## src/include/ext_irq_ctrl_pkg.sv

```systemverilog
// constants, field layout and types of the external pin interrupt controller
// What this block does
// RULE1: eight external pins plus one non-maskable input, each with own detection path
// RULE2: sense picks rising, falling, both, high or low; zero disables the flag
// RULE3: edge mode sets the flag again only on a fresh edge
// RULE4: level mode sets the flag again at once if the level persists
// RULE5: filter enable routes the pin through a majority filter on detector ticks
// RULE6: filter takes three detector samples and outputs one when two are one
// RULE7: unfiltered level detection needs no detector tick
// RULE8: filter or edge mode on the non-maskable input, or on a pin while enabled, raises the detector clock request
// RULE9: latency bounded: 3 bus clocks level, plus 4 or 6 detector clocks
// RULE10: writing one to enable turns the controller on, zero turns it off
// RULE11: writing one to soft reset restores every register and disables
// RULE12: software enables clocks and writes configuration before the enable bit
// RULE13: software writes non-maskable control before starting the detector clock
// RULE14: non-maskable input has its own sense field and filter enable
// RULE15: non-maskable detection depends only on its sense, not on the enable bit
// RULE16: after any reset the non-maskable sense is no detection
// RULE17: non-maskable detection sets its flag, which always drives its request
// RULE18: two requests: one shared by eight pins, one for non-maskable input
// RULE19: events to the routing system are single pulses
// RULE20: keeps working in sleep while its clock runs; requests can wake
// RULE21: all writable registers but the two flag registers honour write protection
// RULE22: enable and soft reset writes are synchronised to the detector timing
// RULE23: enable-set and enable-clear registers; request is flag and enable
// RULE24: pin request holds until flag cleared, enable removed or reset
// RULE25: per-pin event enable lets a match emit an event pulse
// RULE26: per-pin wake enable lets a match wake the device
// RULE27: writing one to a flag bit clears it, zero leaves it
package ext_irq_ctrl_pkg;
  localparam int NUM_PINS = 8;
  localparam int NUM_CH = 9;
  // ****************************************
  // register offsets
  // ****************************************
  localparam logic [7:0] OFS_CTRL = 8'h00;
  localparam logic [7:0] OFS_STATUS = 8'h01;
  localparam logic [7:0] OFS_NMCTRL = 8'h02;
  localparam logic [7:0] OFS_NMFLAG = 8'h03;
  localparam logic [7:0] OFS_EVENT_OUTPUT_CONTROL = 8'h04;
  localparam logic [7:0] OFS_ENCLR = 8'h08;
  localparam logic [7:0] OFS_ENSET = 8'h0C;
  localparam logic [7:0] OFS_FLAG = 8'h10;
  localparam logic [7:0] OFS_WAKE = 8'h14;
  localparam logic [7:0] OFS_CONFIG = 8'h18;
  // ****************************************
  // field positions and reset values
  // ****************************************
  localparam int BIT_SOFT_RESET_BIT = 0;
  localparam int BIT_ENABLE = 1;
  localparam int BIT_SYNCBUSY = 7;
  localparam int CFG_BITS = 4;
  localparam logic [7:0] RST_BYTE = 8'h00;
  localparam logic [31:0] RST_CONFIG = 32'h0000_0000;
  localparam logic [3:0] RST_NMCTRL = 4'h0;
  // ****************************************
  // detector timing
  // ****************************************
  localparam int CORE_HZ = 40_000_000;
  localparam int DET_HZ = 10_000_000;
  localparam int DET_DIV = CORE_HZ / DET_HZ;
  localparam logic [3:0] DET_LAST = 4'(DET_DIV - 1);
  // ****************************************
  // types
  // ****************************************
  typedef enum logic [2:0] {
    SENSE_NONE = 3'h0,
    SENSE_RISE = 3'h1,
    SENSE_FALL = 3'h2,
    SENSE_BOTH = 3'h3,
    SENSE_HIGH = 3'h4,
    SENSE_LOW = 3'h5
  } sense_e;
  typedef struct packed {
    logic filt;
    logic [2:0] sense;
  } pin_cfg_s;
endpackage

```

## src/rtl/ext_irq_ctrl.sv

```systemverilog
// external pin interrupt controller: detection, flags, requests, events, registers
`timescale 1ns/1ps
module ext_irq_ctrl (
  input wire logic core_clk,
  input wire logic reset,
  input wire logic [7:0] extIrqPin,
  input wire logic nonmaskPin,
  input wire logic [7:0] regAddr,
  input wire logic [31:0] regWrData,
  input wire logic regWrite,
  input wire logic regRead,
  output logic [31:0] regRdData,
  input wire logic writeProtect,
  input wire logic debugAccess,
  output logic extIrqReq,
  output logic nonmaskIrqReq,
  output logic [7:0] eventPulse,
  output logic wakeReq,
  output logic detClockReq
);
  // ****************************************
  // detector tick divider
  // ****************************************
  logic [3:0] divCnt_r;
  logic [3:0] divCnt_nxt;
  logic detTick;

  always_comb begin
    divCnt_nxt = (divCnt_r == ext_irq_ctrl_pkg::DET_LAST) ? 4'h0 : divCnt_r + 4'h1;
  end

  always_ff @(posedge core_clk or posedge reset) begin
    if (reset) begin
      divCnt_r <= 4'h0;
    end else begin
      divCnt_r <= divCnt_nxt;
    end
  end

  assign detTick = (divCnt_r == ext_irq_ctrl_pkg::DET_LAST);

  // ****************************************
  // registers
  // ****************************************
  logic ctrlEn_r, ctrlEn_nxt;
  logic swrstPend_r, swrstPend_nxt;
  logic enPend_r, enPend_nxt;
  logic enVal_r, enVal_nxt;
  logic [3:0] nmCtrl_r, nmCtrl_nxt;
  logic nmFlag_r, nmFlag_nxt;
  logic [7:0] evEn_r, evEn_nxt;
  logic [7:0] irqEn_r, irqEn_nxt;
  logic [7:0] flag_r, flag_nxt;
  logic [7:0] wakeEn_r, wakeEn_nxt;
  logic [31:0] cfg_r, cfg_nxt;
  logic [31:0] rdData_r, rdData_nxt;
  logic syncBusy;
  logic wrOk;
  logic swrstApply;
  logic [8:0] chSet;
  logic [8:0] chMatch;
  logic [8:0] allPins;
  ext_irq_ctrl_pkg::pin_cfg_s chCfg [9];

  assign syncBusy = swrstPend_r | enPend_r;
  // flag registers are outside the protection; debugger writes bypass it
  assign wrOk = regWrite & (~writeProtect | debugAccess); // RULE21
  assign swrstApply = swrstPend_r & detTick; // RULE22
  assign allPins = {nonmaskPin, extIrqPin}; // RULE1

  always_comb begin
    ctrlEn_nxt = ctrlEn_r;
    swrstPend_nxt = swrstPend_r;
    enPend_nxt = enPend_r;
    enVal_nxt = enVal_r;
    nmCtrl_nxt = nmCtrl_r;
    evEn_nxt = evEn_r;
    irqEn_nxt = irqEn_r;
    wakeEn_nxt = wakeEn_r;
    cfg_nxt = cfg_r;
    // set wins over a clear arriving in the same cycle
    flag_nxt = flag_r;
    nmFlag_nxt = nmFlag_r;
    if (regWrite && regAddr == ext_irq_ctrl_pkg::OFS_FLAG) begin
      flag_nxt = flag_r & ~regWrData[7:0]; // RULE27
    end
    if (regWrite && regAddr == ext_irq_ctrl_pkg::OFS_NMFLAG) begin
      nmFlag_nxt = nmFlag_r & ~regWrData[0]; // RULE27
    end
    flag_nxt = flag_nxt | chSet[7:0]; // RULE3 RULE4
    nmFlag_nxt = nmFlag_nxt | chSet[8]; // RULE17
    // enable lands on a tick; a control write in that same cycle stays pending
    if (enPend_r && detTick) begin
      ctrlEn_nxt = enVal_r; // RULE10 RULE22
      enPend_nxt = 1'b0;
    end
    if (wrOk) begin
      case (regAddr)
        ext_irq_ctrl_pkg::OFS_CTRL: begin
          if (regWrData[ext_irq_ctrl_pkg::BIT_SOFT_RESET_BIT]) begin
            swrstPend_nxt = 1'b1; // RULE11
          end else begin
            enPend_nxt = 1'b1; // RULE10
            enVal_nxt = regWrData[ext_irq_ctrl_pkg::BIT_ENABLE];
          end
        end
        ext_irq_ctrl_pkg::OFS_NMCTRL: nmCtrl_nxt = regWrData[3:0]; // RULE14
        ext_irq_ctrl_pkg::OFS_EVENT_OUTPUT_CONTROL: evEn_nxt = regWrData[7:0];
        ext_irq_ctrl_pkg::OFS_ENCLR: irqEn_nxt = irqEn_r & ~regWrData[7:0]; // RULE23
        ext_irq_ctrl_pkg::OFS_ENSET: irqEn_nxt = irqEn_r | regWrData[7:0]; // RULE23
        ext_irq_ctrl_pkg::OFS_WAKE: wakeEn_nxt = regWrData[7:0];
        ext_irq_ctrl_pkg::OFS_CONFIG: cfg_nxt = regWrData;
        default: cfg_nxt = cfg_r;
      endcase
    end
    if (swrstApply) begin
      ctrlEn_nxt = 1'b0; // RULE11
      swrstPend_nxt = 1'b0;
      enPend_nxt = 1'b0;
      enVal_nxt = 1'b0;
      nmCtrl_nxt = ext_irq_ctrl_pkg::RST_NMCTRL; // RULE16
      nmFlag_nxt = 1'b0;
      evEn_nxt = ext_irq_ctrl_pkg::RST_BYTE;
      irqEn_nxt = ext_irq_ctrl_pkg::RST_BYTE;
      flag_nxt = ext_irq_ctrl_pkg::RST_BYTE;
      wakeEn_nxt = ext_irq_ctrl_pkg::RST_BYTE;
      cfg_nxt = ext_irq_ctrl_pkg::RST_CONFIG;
    end
  end

  always_comb begin
    rdData_nxt = 32'h0000_0000;
    if (regRead) begin
      case (regAddr)
        ext_irq_ctrl_pkg::OFS_CTRL: rdData_nxt = {30'h0000_0000, ctrlEn_r, swrstPend_r};
        ext_irq_ctrl_pkg::OFS_STATUS: rdData_nxt = {24'h00_0000, syncBusy, 7'h00};
        ext_irq_ctrl_pkg::OFS_NMCTRL: rdData_nxt = {28'h000_0000, nmCtrl_r};
        ext_irq_ctrl_pkg::OFS_NMFLAG: rdData_nxt = {31'h0000_0000, nmFlag_r};
        ext_irq_ctrl_pkg::OFS_EVENT_OUTPUT_CONTROL: rdData_nxt = {24'h00_0000, evEn_r};
        ext_irq_ctrl_pkg::OFS_ENCLR: rdData_nxt = {24'h00_0000, irqEn_r};
        ext_irq_ctrl_pkg::OFS_ENSET: rdData_nxt = {24'h00_0000, irqEn_r};
        ext_irq_ctrl_pkg::OFS_FLAG: rdData_nxt = {24'h00_0000, flag_r};
        ext_irq_ctrl_pkg::OFS_WAKE: rdData_nxt = {24'h00_0000, wakeEn_r};
        ext_irq_ctrl_pkg::OFS_CONFIG: rdData_nxt = cfg_r;
        default: rdData_nxt = 32'h0000_0000;
      endcase
    end
  end

  always_ff @(posedge core_clk or posedge reset) begin
    if (reset) begin
      ctrlEn_r <= 1'b0;
      swrstPend_r <= 1'b0;
      enPend_r <= 1'b0;
      enVal_r <= 1'b0;
      nmCtrl_r <= ext_irq_ctrl_pkg::RST_NMCTRL; // RULE16
      nmFlag_r <= 1'b0;
      evEn_r <= ext_irq_ctrl_pkg::RST_BYTE;
      irqEn_r <= ext_irq_ctrl_pkg::RST_BYTE;
      flag_r <= ext_irq_ctrl_pkg::RST_BYTE;
      wakeEn_r <= ext_irq_ctrl_pkg::RST_BYTE;
      cfg_r <= ext_irq_ctrl_pkg::RST_CONFIG;
      rdData_r <= 32'h0000_0000;
    end else begin
      ctrlEn_r <= ctrlEn_nxt;
      swrstPend_r <= swrstPend_nxt;
      enPend_r <= enPend_nxt;
      enVal_r <= enVal_nxt;
      nmCtrl_r <= nmCtrl_nxt;
      nmFlag_r <= nmFlag_nxt;
      evEn_r <= evEn_nxt;
      irqEn_r <= irqEn_nxt;
      flag_r <= flag_nxt;
      wakeEn_r <= wakeEn_nxt;
      cfg_r <= cfg_nxt;
      rdData_r <= rdData_nxt;
    end
  end

  assign regRdData = rdData_r;

  // ****************************************
  // per-channel detection, channel 8 is non-maskable
  // ****************************************
  genvar g;
  generate
    for (g = 0; g < ext_irq_ctrl_pkg::NUM_CH; g++) begin : gCh
      logic [1:0] sync_r, sync_nxt;
      logic [2:0] samp_r, samp_nxt;
      logic prev_r, prev_nxt;
      logic filtVal, srcVal, rise, fall, match, chOn;

      if (g < ext_irq_ctrl_pkg::NUM_PINS) begin : gPin
        assign chCfg[g] = cfg_r[g*ext_irq_ctrl_pkg::CFG_BITS +: ext_irq_ctrl_pkg::CFG_BITS];
        assign chOn = ctrlEn_r;
      end else begin : gNm
        assign chCfg[g] = nmCtrl_r; // RULE14
        assign chOn = 1'b1; // RULE15
      end

      // majority of the three latest detector samples
      assign filtVal = (samp_r[0] & samp_r[1]) | (samp_r[1] & samp_r[2]) | (samp_r[0] & samp_r[2]); // RULE6
      assign srcVal = chCfg[g].filt ? filtVal : sync_r[1]; // RULE5
      assign rise = detTick & srcVal & ~prev_r;
      assign fall = detTick & ~srcVal & prev_r;

      always_comb begin
        sync_nxt = {sync_r[0], allPins[g]};
        samp_nxt = detTick ? {samp_r[1:0], sync_r[1]} : samp_r; // RULE6
        prev_nxt = detTick ? srcVal : prev_r;
        case (chCfg[g].sense)
          ext_irq_ctrl_pkg::SENSE_RISE: match = rise; // RULE2 RULE3
          ext_irq_ctrl_pkg::SENSE_FALL: match = fall;
          ext_irq_ctrl_pkg::SENSE_BOTH: match = rise | fall;
          // level path runs every cycle, no detector tick needed when unfiltered
          ext_irq_ctrl_pkg::SENSE_HIGH: match = srcVal; // RULE4 RULE7
          ext_irq_ctrl_pkg::SENSE_LOW: match = ~srcVal;
          default: match = 1'b0; // RULE2
        endcase
      end

      always_ff @(posedge core_clk or posedge reset) begin
        if (reset) begin
          sync_r <= 2'h0;
          samp_r <= 3'h0;
          prev_r <= 1'b0;
        end else begin
          sync_r <= sync_nxt;
          samp_r <= samp_nxt;
          prev_r <= prev_nxt;
        end
      end

      assign chMatch[g] = match & chOn;
      assign chSet[g] = match & chOn;

      a_level_latency: // RULE9
      assert property (@(posedge core_clk) disable iff (reset)
        (chOn && !chCfg[g].filt && chCfg[g].sense == ext_irq_ctrl_pkg::SENSE_HIGH && allPins[g] && !swrstPend_r)[*3]
        |=> (g < 8 ? flag_r[g % 8] : nmFlag_r))
        else $error("unfiltered level not flagged within three clocks");
      a_sense_off: // RULE2
      assert property (@(posedge core_clk) disable iff (reset)
        (chCfg[g].sense == ext_irq_ctrl_pkg::SENSE_NONE) |-> !chSet[g])
        else $error("disabled sense produced a detection");
      a_edge_on_tick: // RULE3
      assert property (@(posedge core_clk) disable iff (reset)
        (chSet[g] && chCfg[g].sense inside {ext_irq_ctrl_pkg::SENSE_RISE, ext_irq_ctrl_pkg::SENSE_FALL})
        |-> detTick && (srcVal != $past(srcVal, 4)))
        else $error("edge detected without a fresh edge");
    end
  endgenerate

  // ****************************************
  // requests, events, wake, clock request
  // ****************************************
  logic [7:0] matchPrev_r, matchPrev_nxt;
  logic [7:0] event_r, event_nxt;
  logic anyDetNeed;

  always_comb begin
    matchPrev_nxt = chMatch[7:0];
    // pulse on the first cycle of a match, so a held level gives one event
    event_nxt = evEn_r & chMatch[7:0] & ~matchPrev_r; // RULE19 RULE25
  end

  always_ff @(posedge core_clk or posedge reset) begin
    if (reset) begin
      matchPrev_r <= 8'h00;
      event_r <= 8'h00;
    end else begin
      matchPrev_r <= matchPrev_nxt;
      event_r <= event_nxt;
    end
  end

  always_comb begin
    anyDetNeed = 1'b0;
    for (int i = 0; i < ext_irq_ctrl_pkg::NUM_CH; i++) begin
      if (chCfg[i].filt || chCfg[i].sense inside {ext_irq_ctrl_pkg::SENSE_RISE, ext_irq_ctrl_pkg::SENSE_FALL,
          ext_irq_ctrl_pkg::SENSE_BOTH}) begin
        anyDetNeed = (i == 8) || ctrlEn_r; // RULE8
      end
    end
  end

  assign eventPulse = event_r;
  assign extIrqReq = |(flag_r & irqEn_r); // RULE18 RULE23 RULE24
  assign nonmaskIrqReq = nmFlag_r; // RULE17 RULE18
  // wake works off the same core clock that keeps running in sleep
  assign wakeReq = |(chMatch[7:0] & wakeEn_r) | nonmaskIrqReq | extIrqReq; // RULE20 RULE26
  assign detClockReq = anyDetNeed; // RULE8

  // ****************************************
  // checks
  // ****************************************
  a_flag_set_wins: // RULE27
  assert property (@(posedge core_clk) disable iff (reset)
    (chSet[0] && regWrite && regAddr == ext_irq_ctrl_pkg::OFS_FLAG && regWrData[0] && !swrstApply) |=> flag_r[0])
    else $error("flag set lost against clear");
  a_flag_clear_one: // RULE27
  assert property (@(posedge core_clk) disable iff (reset)
    (flag_r[1] && !(regWrite && regAddr == ext_irq_ctrl_pkg::OFS_FLAG && regWrData[1]) && !swrstApply) |=> flag_r[1])
    else $error("flag dropped without a one written");
  a_irq_held: // RULE24
  assert property (@(posedge core_clk) disable iff (reset)
    (extIrqReq && !regWrite && !swrstApply) |=> extIrqReq)
    else $error("pin request dropped without clear, disable or reset");
  a_nonmask_held: // RULE17
  assert property (@(posedge core_clk) disable iff (reset)
    (nmFlag_r && !(regWrite && regAddr == ext_irq_ctrl_pkg::OFS_NMFLAG) && !swrstApply) |=> nonmaskIrqReq)
    else $error("non-maskable request dropped");
  a_event_single: // RULE19
  assert property (@(posedge core_clk) disable iff (reset)
    |eventPulse |=> ((eventPulse & $past(eventPulse)) == 8'h00))
    else $error("event longer than one cycle");
  a_protect_blocks: // RULE21
  assert property (@(posedge core_clk) disable iff (reset)
    (regWrite && writeProtect && !debugAccess && regAddr == ext_irq_ctrl_pkg::OFS_WAKE && !swrstApply)
    |=> $stable(wakeEn_r))
    else $error("protected write changed a register");
  a_soft_reset_bit_clears: // RULE11
  assert property (@(posedge core_clk) disable iff (reset)
    swrstApply |=> !ctrlEn_r && nmCtrl_r == 4'h0 && cfg_r == 32'h0000_0000 && irqEn_r == 8'h00)
    else $error("soft reset left state behind");
  a_sync_bound: // RULE22
  assert property (@(posedge core_clk) disable iff (reset)
    $rose(syncBusy) |-> ##[1:5] !syncBusy)
    else $error("enable or soft reset not applied within one detector period");
  a_enable_applies: // RULE10
  assert property (@(posedge core_clk) disable iff (reset)
    (enPend_r && detTick && !swrstPend_r) |=> ctrlEn_r == $past(enVal_r))
    else $error("enable write not applied");
  a_pins_gated: // RULE10
  assert property (@(posedge core_clk) disable iff (reset)
    !ctrlEn_r |=> (flag_r & ~$past(flag_r)) == 8'h00)
    else $error("disabled controller raised a pin flag");
  a_soft_reset_bit_all: // RULE11 RULE16
  assert property (@(posedge core_clk) disable iff (reset)
    swrstApply |=> nmCtrl_r == ext_irq_ctrl_pkg::RST_NMCTRL && !nmFlag_r && flag_r == 8'h00 && evEn_r == 8'h00
      && wakeEn_r == 8'h00 && !syncBusy)
    else $error("soft reset left a register set");
  a_event_gated: // RULE25
  assert property (@(posedge core_clk) disable iff (reset)
    (eventPulse & ~$past(evEn_r)) == 8'h00)
    else $error("event from a pin with its event output off");
  a_event_first: // RULE19 RULE25
  assert property (@(posedge core_clk) disable iff (reset)
    (evEn_r[0] && chMatch[0] && !matchPrev_r[0]) |=> eventPulse[0])
    else $error("pin match gave no event");
  a_enclr_clears: // RULE23
  assert property (@(posedge core_clk) disable iff (reset)
    (wrOk && regAddr == ext_irq_ctrl_pkg::OFS_ENCLR) |=> (irqEn_r & $past(regWrData[7:0])) == 8'h00)
    else $error("enable clear left an enable set");
  a_enset_sets: // RULE23
  assert property (@(posedge core_clk) disable iff (reset)
    (wrOk && regAddr == ext_irq_ctrl_pkg::OFS_ENSET && !swrstApply)
    |=> (~irqEn_r & $past(regWrData[7:0])) == 8'h00)
    else $error("enable set did not set");
  a_busy_on_ctrl: // RULE22
  assert property (@(posedge core_clk) disable iff (reset)
    (wrOk && regAddr == ext_irq_ctrl_pkg::OFS_CTRL && !swrstApply) |=> syncBusy)
    else $error("control write not marked busy");
  a_clock_request: // RULE8
  assert property (@(posedge core_clk) disable iff (reset)
    (nmCtrl_r[3] || (ctrlEn_r && cfg_r[3])) |-> detClockReq)
    else $error("filter on without detector clock request");
  a_nm_clear: // RULE27
  assert property (@(posedge core_clk) disable iff (reset)
    (regWrite && regAddr == ext_irq_ctrl_pkg::OFS_NMFLAG && regWrData[0] && !chSet[8]) |=> !nmFlag_r)
    else $error("non-maskable flag not cleared by a one");
  a_pin_clear: // RULE27
  assert property (@(posedge core_clk) disable iff (reset)
    (regWrite && regAddr == ext_irq_ctrl_pkg::OFS_FLAG && regWrData[2] && !chSet[2]) |=> !flag_r[2])
    else $error("pin flag not cleared by a one");
endmodule

```

## config.mk

```make
export PLATFORM = sky130hd
export DESIGN_NAME = ext_irq_ctrl
export DESIGN_NICKNAME = d
export VERILOG_FILES = /design/src/include/ext_irq_ctrl_pkg.sv /design/src/rtl/ext_irq_ctrl.sv
export SDC_FILE = /design/constraint.sdc
export NUM_CORES = 1
export LEC_CHECK = 0
export ABC_AREA = 1
export ABC_CLOCK_PERIOD_IN_PS = 8670
export BUFFER_PORTS_ARGS = -buffer_cell sky130_fd_sc_hd__buf_2
export CAP_MARGIN = 20
export CELL_PAD_IN_SITES_DETAIL_PLACEMENT = 0
export CELL_PAD_IN_SITES_GLOBAL_PLACEMENT = 2
export CORE_MARGIN = 2
export CORE_UTILIZATION = 39
export CTS_BUF_LIST = sky130_fd_sc_hd__clkbuf_4
export CTS_CLUSTER_SIZE = 16
export DETAILED_ROUTE_END_ITERATION = 10
export HOLD_SLACK_MARGIN = 0.08
export PLACE_DENSITY_LB_ADDON = 0.1
export SETUP_SLACK_MARGIN = 0.15
export SLEW_MARGIN = 20
export SYNTH_ARGS = -nofsm -noshare
export SYNTH_HDL_FRONTEND = slang
export SYNTH_SLANG_ARGS = --single-unit
export TNS_END_PERCENT = 20
```

## constraint.sdc

```tcl
create_clock -name core_clk -period 8.67 [get_ports core_clk]
set_input_delay 1.3005 -clock core_clk [delete_from_list [all_inputs] [get_ports core_clk]]
set_output_delay 1.3005 -clock core_clk [all_outputs]
set_load 0.02 [all_outputs]
```

==> results of run 1 <==
cell families after synthesis:
family	after synthesis	share of synthesized area (%)
fa+ha+maj	1	0.160
compound gates	166	11.4
buf+inv	119	6.22
simple gates	455	24.7
flops	179	57.4
xor+xnor	1	0.112
worst register-to-register path: cells and delay by family (launching register included):
| kind | cells | cell delay, ps |
|---|---|---|
| DFF | 1 | 430 |
| buffers and inverters | 3 | 1430 |
| AOI/OAI and AO/OA | 3 | 720 |
| and+or+nand+nor | 2 | 150 |
| adders and majority gates | 1 | 250 |
path summary, 6_finish.rpt:
path	start	endpoint	slack [ps]	cells after the start
worst max register to register	divCnt_r[0]	irqEn_r[0]	5580	9
max in group asynchronous	reset	flag_r[6]	6450	3
worst min-delay path	gCh[7].sync_r[0]	gCh[7].sync_r[1]	370	0
worst min register to register	gCh[7].sync_r[0]	gCh[7].sync_r[1]	370	0
min in group asynchronous	reset	gCh[2].sync_r[0]	890	2
worst max-delay path	divCnt_r[0]	wakeReq	4450	11
per-layer routing:
| layer | vias to the layer above | GRT usage (%) | share of wire, % |
|---|---|---|---|
| met4 | 0 | 5.88 | 1.7 |
| met2 | 178 | 31.0 | 43 |
| met1 | 3114 | 31.6 | 50 |
| met3 | 23 | 4.92 | 5.3 |
| li1 | 3184 | - | - |
| met5 | - | 0 | 0 |
stage by stage:
step | util, % | instances
after detailed placement | 43.7 | 1261
final | 45.0 | 1294
after CTS | 45.0 | 1292
after floorplan | - | 921
after global placement | 43.7 | 1261
after global routing | 45.0 | 1294
flip-flops by register name, indices dropped and copies added, names as in the netlist, 4 cells and up:
| name | flops |
|---|---|
| cfg_r | 32 |
| regRdData | 32 |
| gCh.samp_r | 27 |
| gCh.sync_r | 18 |
| gCh.prev_r | 9 |
| evEn_r | 8 |
| eventPulse | 8 |
| flag_r | 8 |
| irqEn_r | 8 |
| matchPrev_r | 8 |
| wakeEn_r | 8 |
| divCnt_r | 4 |
| nmCtrl_r | 4 |
cells in the final DEF, fill, tap and decap left out, types with 2 or more instances in the layout:
master / n
clkbuf_4: 17
o21ai_0: 97
diode_2: 2
inv_8: 2
nand3_1: 66
o2bb2ai_1: 2
a211oi_1: 2
inv_1: 84
nand4_1: 14
o22ai_1: 7
nand2_4: 2
inv_6: 4
inv_2: 5
a31oi_1: 3
buf_4: 6
nor4_1: 3
nor3_1: 12
nor3_2: 3
nand2_1: 282
a21oi_1: 46
buf_2: 98
a221oi_1: 2
clkinvlp_4: 4
nor2_2: 3
nor2_1: 63
or2_2: 2
clkinv_2: 3
dfrtp_1: 179
Yosys cell counts, types with 3 or more instances:
master,count,area [um2]
dfrtp_1,179,4480
nor2_1,63,236
a31oi_1,3,18.8
nor4_1,3,18.8
buf_2,10,50.1
o22ai_1,7,43.8
nand3_1,66,330
inv_2,5,18.8
nor3_2,3,30.0
buf_6,3,33.8
nor2_2,3,18.8
inv_1,85,319
a21oi_1,46,230
buf_1,3,11.3
clkbuf_1,12,45.0
nand4_1,14,87.6
o21ai_0,97,485
nor3_1,12,60.1
nand2_1,282,1060
power groups by stage:
stage	Clock [mW]	Combinational, mW	Sequential (mW)
6_report	0.455	0.117	0.890
3_3_place_gp	0	0.118	0.905
3_5_place_dp	0	0.118	0.905
2_1_floorplan	0	0.0690	0.898
5_1_grt	0.510	0.133	0.894
4_1_cts	0.473	0.119	0.889
final cells by class:
class	instances	share of cell area [%]
inverter	90	3.93
antenna	2	0.0569
tap	265	3.77
timing repair buffer	104	6.09
sequential	179	50.9
clock inverter	14	1.48
multi-input combinational	623	32.3
clock buffer	17	1.45
==> run metrics, run 1 <==
GRT overflow 0; Switching Share around 29%; Worst Setup Slack, final between 4000 and 5000 ps; P_int 1.04 mW; crit end category output port; Syn Inst Count 921; Sink Count roughly 180; Max Freq 0.237 GHz; Iteration-0 DRC Markers approximately 440; worst min path class reg -> reg; hpwl dp 15.3 mm; Tmin final around 4200 ps; crit path kind reg -> out; total CTS buffers 17; largest net degree at the start of global routing between 100 and 150; Clk Latency, worst-skew pair 570 ps; footprint of the multi-input gates between 0.002 and 0.003 mm2; port buffer count slightly below 100; Post-CTS Hold Fix Bufs 0; Hold Slack around 370 ps; CP required roughly 7400 ps; status completed; DR vias/cell about 5.0; P per Cell Area roughly 170 mW/mm2; die area between 0.02 and 0.025 mm2; Fin Clk Skew around 19 ps; total vias in the final route 6,499; core area between 0.015 and 0.02 mm2; Resized Gates After CTS 0; Largest delay share family, worst path simple AND/OR/NAND/NOR gates; leak pwr ~4.4 nW; post-synthesis register bit count approximately 180; clock root buffer master clkbuf_4; Synth Area per Inst 8.48 um2; NetSw roughly 0.42 mW; Die Height between 100 and 150 um; CP peak stage delay between 400 and 500 ps; TritonCTS clock tree done; final WL between 20 and 25 mm; critical path, cell by cell ha_1 > nand3_4 > buf_4 > o21ai_0 > nand2_1 > nand3_1 > nand3_1 > nand3_1 > nor2_1 > nand2_1 > buf_2; Synth Cell Area ~0.0078 mm2; final setup fails 0; # DRC 0; Post-synth EDFFs 0; Slew @ Worst Pin between 900 and 1000 ps; CP Buf/Inv Count 2; Final period util 48.7%; Final GP Congestion approximately 0.81; Clock power frac 31.1%; Filler cells about 2,000; register area 0.00448 mm2; startpoint types flop; H-tree levels 4; Slowest-stage cell, CP buf_4; antenna viol nets, final 0; CTS Buffer Depth 2; syn nets 977; VDD IR-drop max 76.5 uV; logic gate share of total power 8.0%; post-route setup TNS 0 ps; drt first pass iters 5; Area growth syn-to-layout 12.7%; crit-path max FO 62; wire per inst about 17 um; post-synthesis sequential area ratio a little under three fifths; share of layout cells above drive strength 1 15.4%; fin area between 0.008 and 0.009 mm2; Setup WS pre-CTS about 5000 ps; starting density of the core 40.0%; total power draw approximately 1.5 mW; antenna violations before repair 1; post-synth cell types 39; max_cap viols 0; setup bufs post-CTS 0; Area after DPL 0.00853 mm2; site row count 51; FFs w/ async S/R, synth between 90% and 100%; final hold vios 0; fin. max-slew vios 0; first-pass GRT wire length 35.1 mm; most used cell, CP nand3_1; Syn. warnings 0; Flop pwr share about three fifths; Die X-Extent 145 um; Primary FF master, synth dfrtp_1; Boundary Pins between 90 and 100; Slew headroom between 30% and 40%; WP data arrival around 3000 ps; Total GRT Usage between 20% and 30%; RSZ-0062 raised after global routing no; Reg clk slew, reported paths roughly 150 ps; Final #Nets around 1,100; number of global-route vias before repair between 6,000 and 7,000
No activity file was read; power rests on OpenSTA's default activity.
==> inputs of run 2 (changes only) <==
ABC_CLOCK_PERIOD_IN_PS = 3800   (was 8670)
CORE_UTILIZATION = 33   (was 39)
clock period = 3.8 ns   (was 8.67 ns; I/O delays follow)
==> run metrics, run 2 (synthesis results as in run 1) <==
most common cell after layout, fill and taps aside nand2_1; Max Freq approximately 0.3 GHz; worst min path class in -> reg; launch point of the worst reg-to-reg path divCnt_r[0]; GRT overflow 0; Reg clk slew, reported paths approximately 160 ps; Total GRT Usage 19.9%; clock root buffer master clkbuf_4; port buffer count between 90 and 100; RSZ-0062 raised after global routing no; site row count between 50 and 60; most frequent cells in the layout nand2_1, dfrtp_1, buf_2, o21ai_0, inv_1; P per Cell Area between 300 and 400 mW/mm2; H-tree levels 4; largest net degree at the start of global routing between 40 and 50; max_cap viols 0; Final GP Congestion about 0.8; hpwl dp about 17 mm; startpoint types flop; VDD IR-drop max between 150 and 200 uV; Final period util between 80% and 90%; Die Height 158 um; crit path kind reg -> out; DR vias/cell ~4.8; fin. max-slew vios 0; final WL between 20 and 25 mm; total CTS buffers 17; Die X-Extent about 160 um; Sink Count between 150 and 200; final hold vios 0; Area growth syn-to-layout 17.7%; total vias in the final route between 6,000 and 7,000; Clk Latency, worst-skew pair slightly below 600 ps; WP data arrival about 2800 ps; CTS Buffer Depth 2; footprint of the multi-input gates 0.00285 mm2; Slew @ Worst Pin around 950 ps; share of layout cells above drive strength 1 16.4%; Slew headroom 36.4%; CP endpoint wakeReq; R2R cell count 9; crit path from divCnt_r[0]; # DRC 0; crit-path max FO 16; core area around 0.023 mm2; antenna viol nets, final 0; Final #Nets about 1,100; Fin Clk Skew approximately 22 ps; wire per inst approximately 17 um; post-route setup TNS 0 ps; Iteration-0 DRC Markers 419; Tmin final between 3000 and 4000 ps; antenna violations before repair 1; status completed; die area approximately 0.025 mm2; Setup WS pre-CTS between 700 and 800 ps; Worst Setup Slack, final ~480 ps; final setup fails 0; r2r setup slk 760 ps; register area between 0.004 and 0.005 mm2; TritonCTS clock tree done; reg-to-reg endpoint cfg_r[0]; crit end category output port; drt first pass iters 7; Boundary Pins 99; leak pwr between 4 and 5 nW; first-pass GRT wire length about 37 mm; Filler cells ~2,500; number of global-route vias before repair between 6,000 and 7,000; CP required 3230 ps; starting density of the core ~33%
run 2: cell count changes in the layout (fill, tap and decap cells not counted), sizes merged:
cell,change
bufinv,+4
clkinv,-1
inv,-3
buf,+12
nand3,+1
diode,-1
dlygate4sd3,+10
clkbuf,+1
run 2: per-layer routing:
layer  vias up  part of all wire (%)  global-route usage [%]
li1       3241                     -                       -
met1      3173                    50                    29.3
met2       143                    45                    30.5
met3        17                   4.4                    3.61
met4         0                  0.92                    4.42
met5         -                     0                       0
run 2: through the flow:
step | hold WS, ps | area (um2) | power, mW | cells | utilization (%)
floorplan | 331 | 7810 | 2.21 | 921 | -
global placement | 332 | 8680 | 2.35 | 1324 | 37.2
detailed placement | 336 | 8680 | 2.35 | 1324 | 37.2
CTS | 172 | 9140 | 3.68 | 1366 | 39.2
global route | 174 | 9190 | 3.81 | 1371 | 39.4
finish | 216 | 9190 | 3.62 | 1371 | 39.4
run 2: worst min path at each step:
| stage | startpoint | endpoint | slack (ps) | cells after the start |
|---|---|---|---|---|
| finish | regWrData[13] | cfg_r[13] | 220 | 3 |
| CTS | regWrData[15] | cfg_r[15] | 170 | 3 |
| global route | regWrData[12] | cfg_r[12] | 170 | 3 |
| global placement | gCh[6].sync_r[0] | gCh[6].sync_r[1] | 330 | 0 |
| detailed placement | gCh[2].sync_r[0] | gCh[2].sync_r[1] | 340 | 0 |
| floorplan | gCh[0].sync_r[0] | gCh[0].sync_r[1] | 330 | 0 |
run 2: cell type report:
| type | instances | share of cell area [%] |
|---|---|---|
| Clock buffer | 18 | 1.47 |
| Timing Repair Buffer | 126 | 8.17 |
| Tap cell | 319 | 4.34 |
| Antenna cell | 1 | 0.0272 |
| Sequential cell | 179 | 48.8 |
| Multi-Input combinational cell | 624 | 31.0 |
| Clock inverter | 14 | 2.44 |
| Inverter | 90 | 3.76 |
run 2: worst max-delay path: stages, from the launching register on:
cell and delay [ps]:
dfrtp_1 420, ha_1 280, nand3_4 210, buf_4 250, o21ai_0 120, nand2_1 80
nand3_1 80, nand2_1 100, inv_1 70, nand2_1 50, nand2_1 40, nor2_1 170
nand2_1 120, buf_2 180
run 2: repair_timing:
| item | 4_1_cts | 5_1_grt |
|---|---|---|
| hold buffers | 10 | 0 |
| endpoints found under the setup margin | 0 | 1 |
| setup buffers | 0 | 3 |
| resized for setup | 0 | 1 |
| endpoints found under the hold margin | 24 | 0 |
run 2: power by group:
group          leakage [nW]  switching [mW]  internal [mW]  total (mW)
Clock                 0.183           0.707          0.606        1.31
Sequential             2.36          0.0601           1.97        2.03
Combinational          1.98           0.188         0.0946       0.282
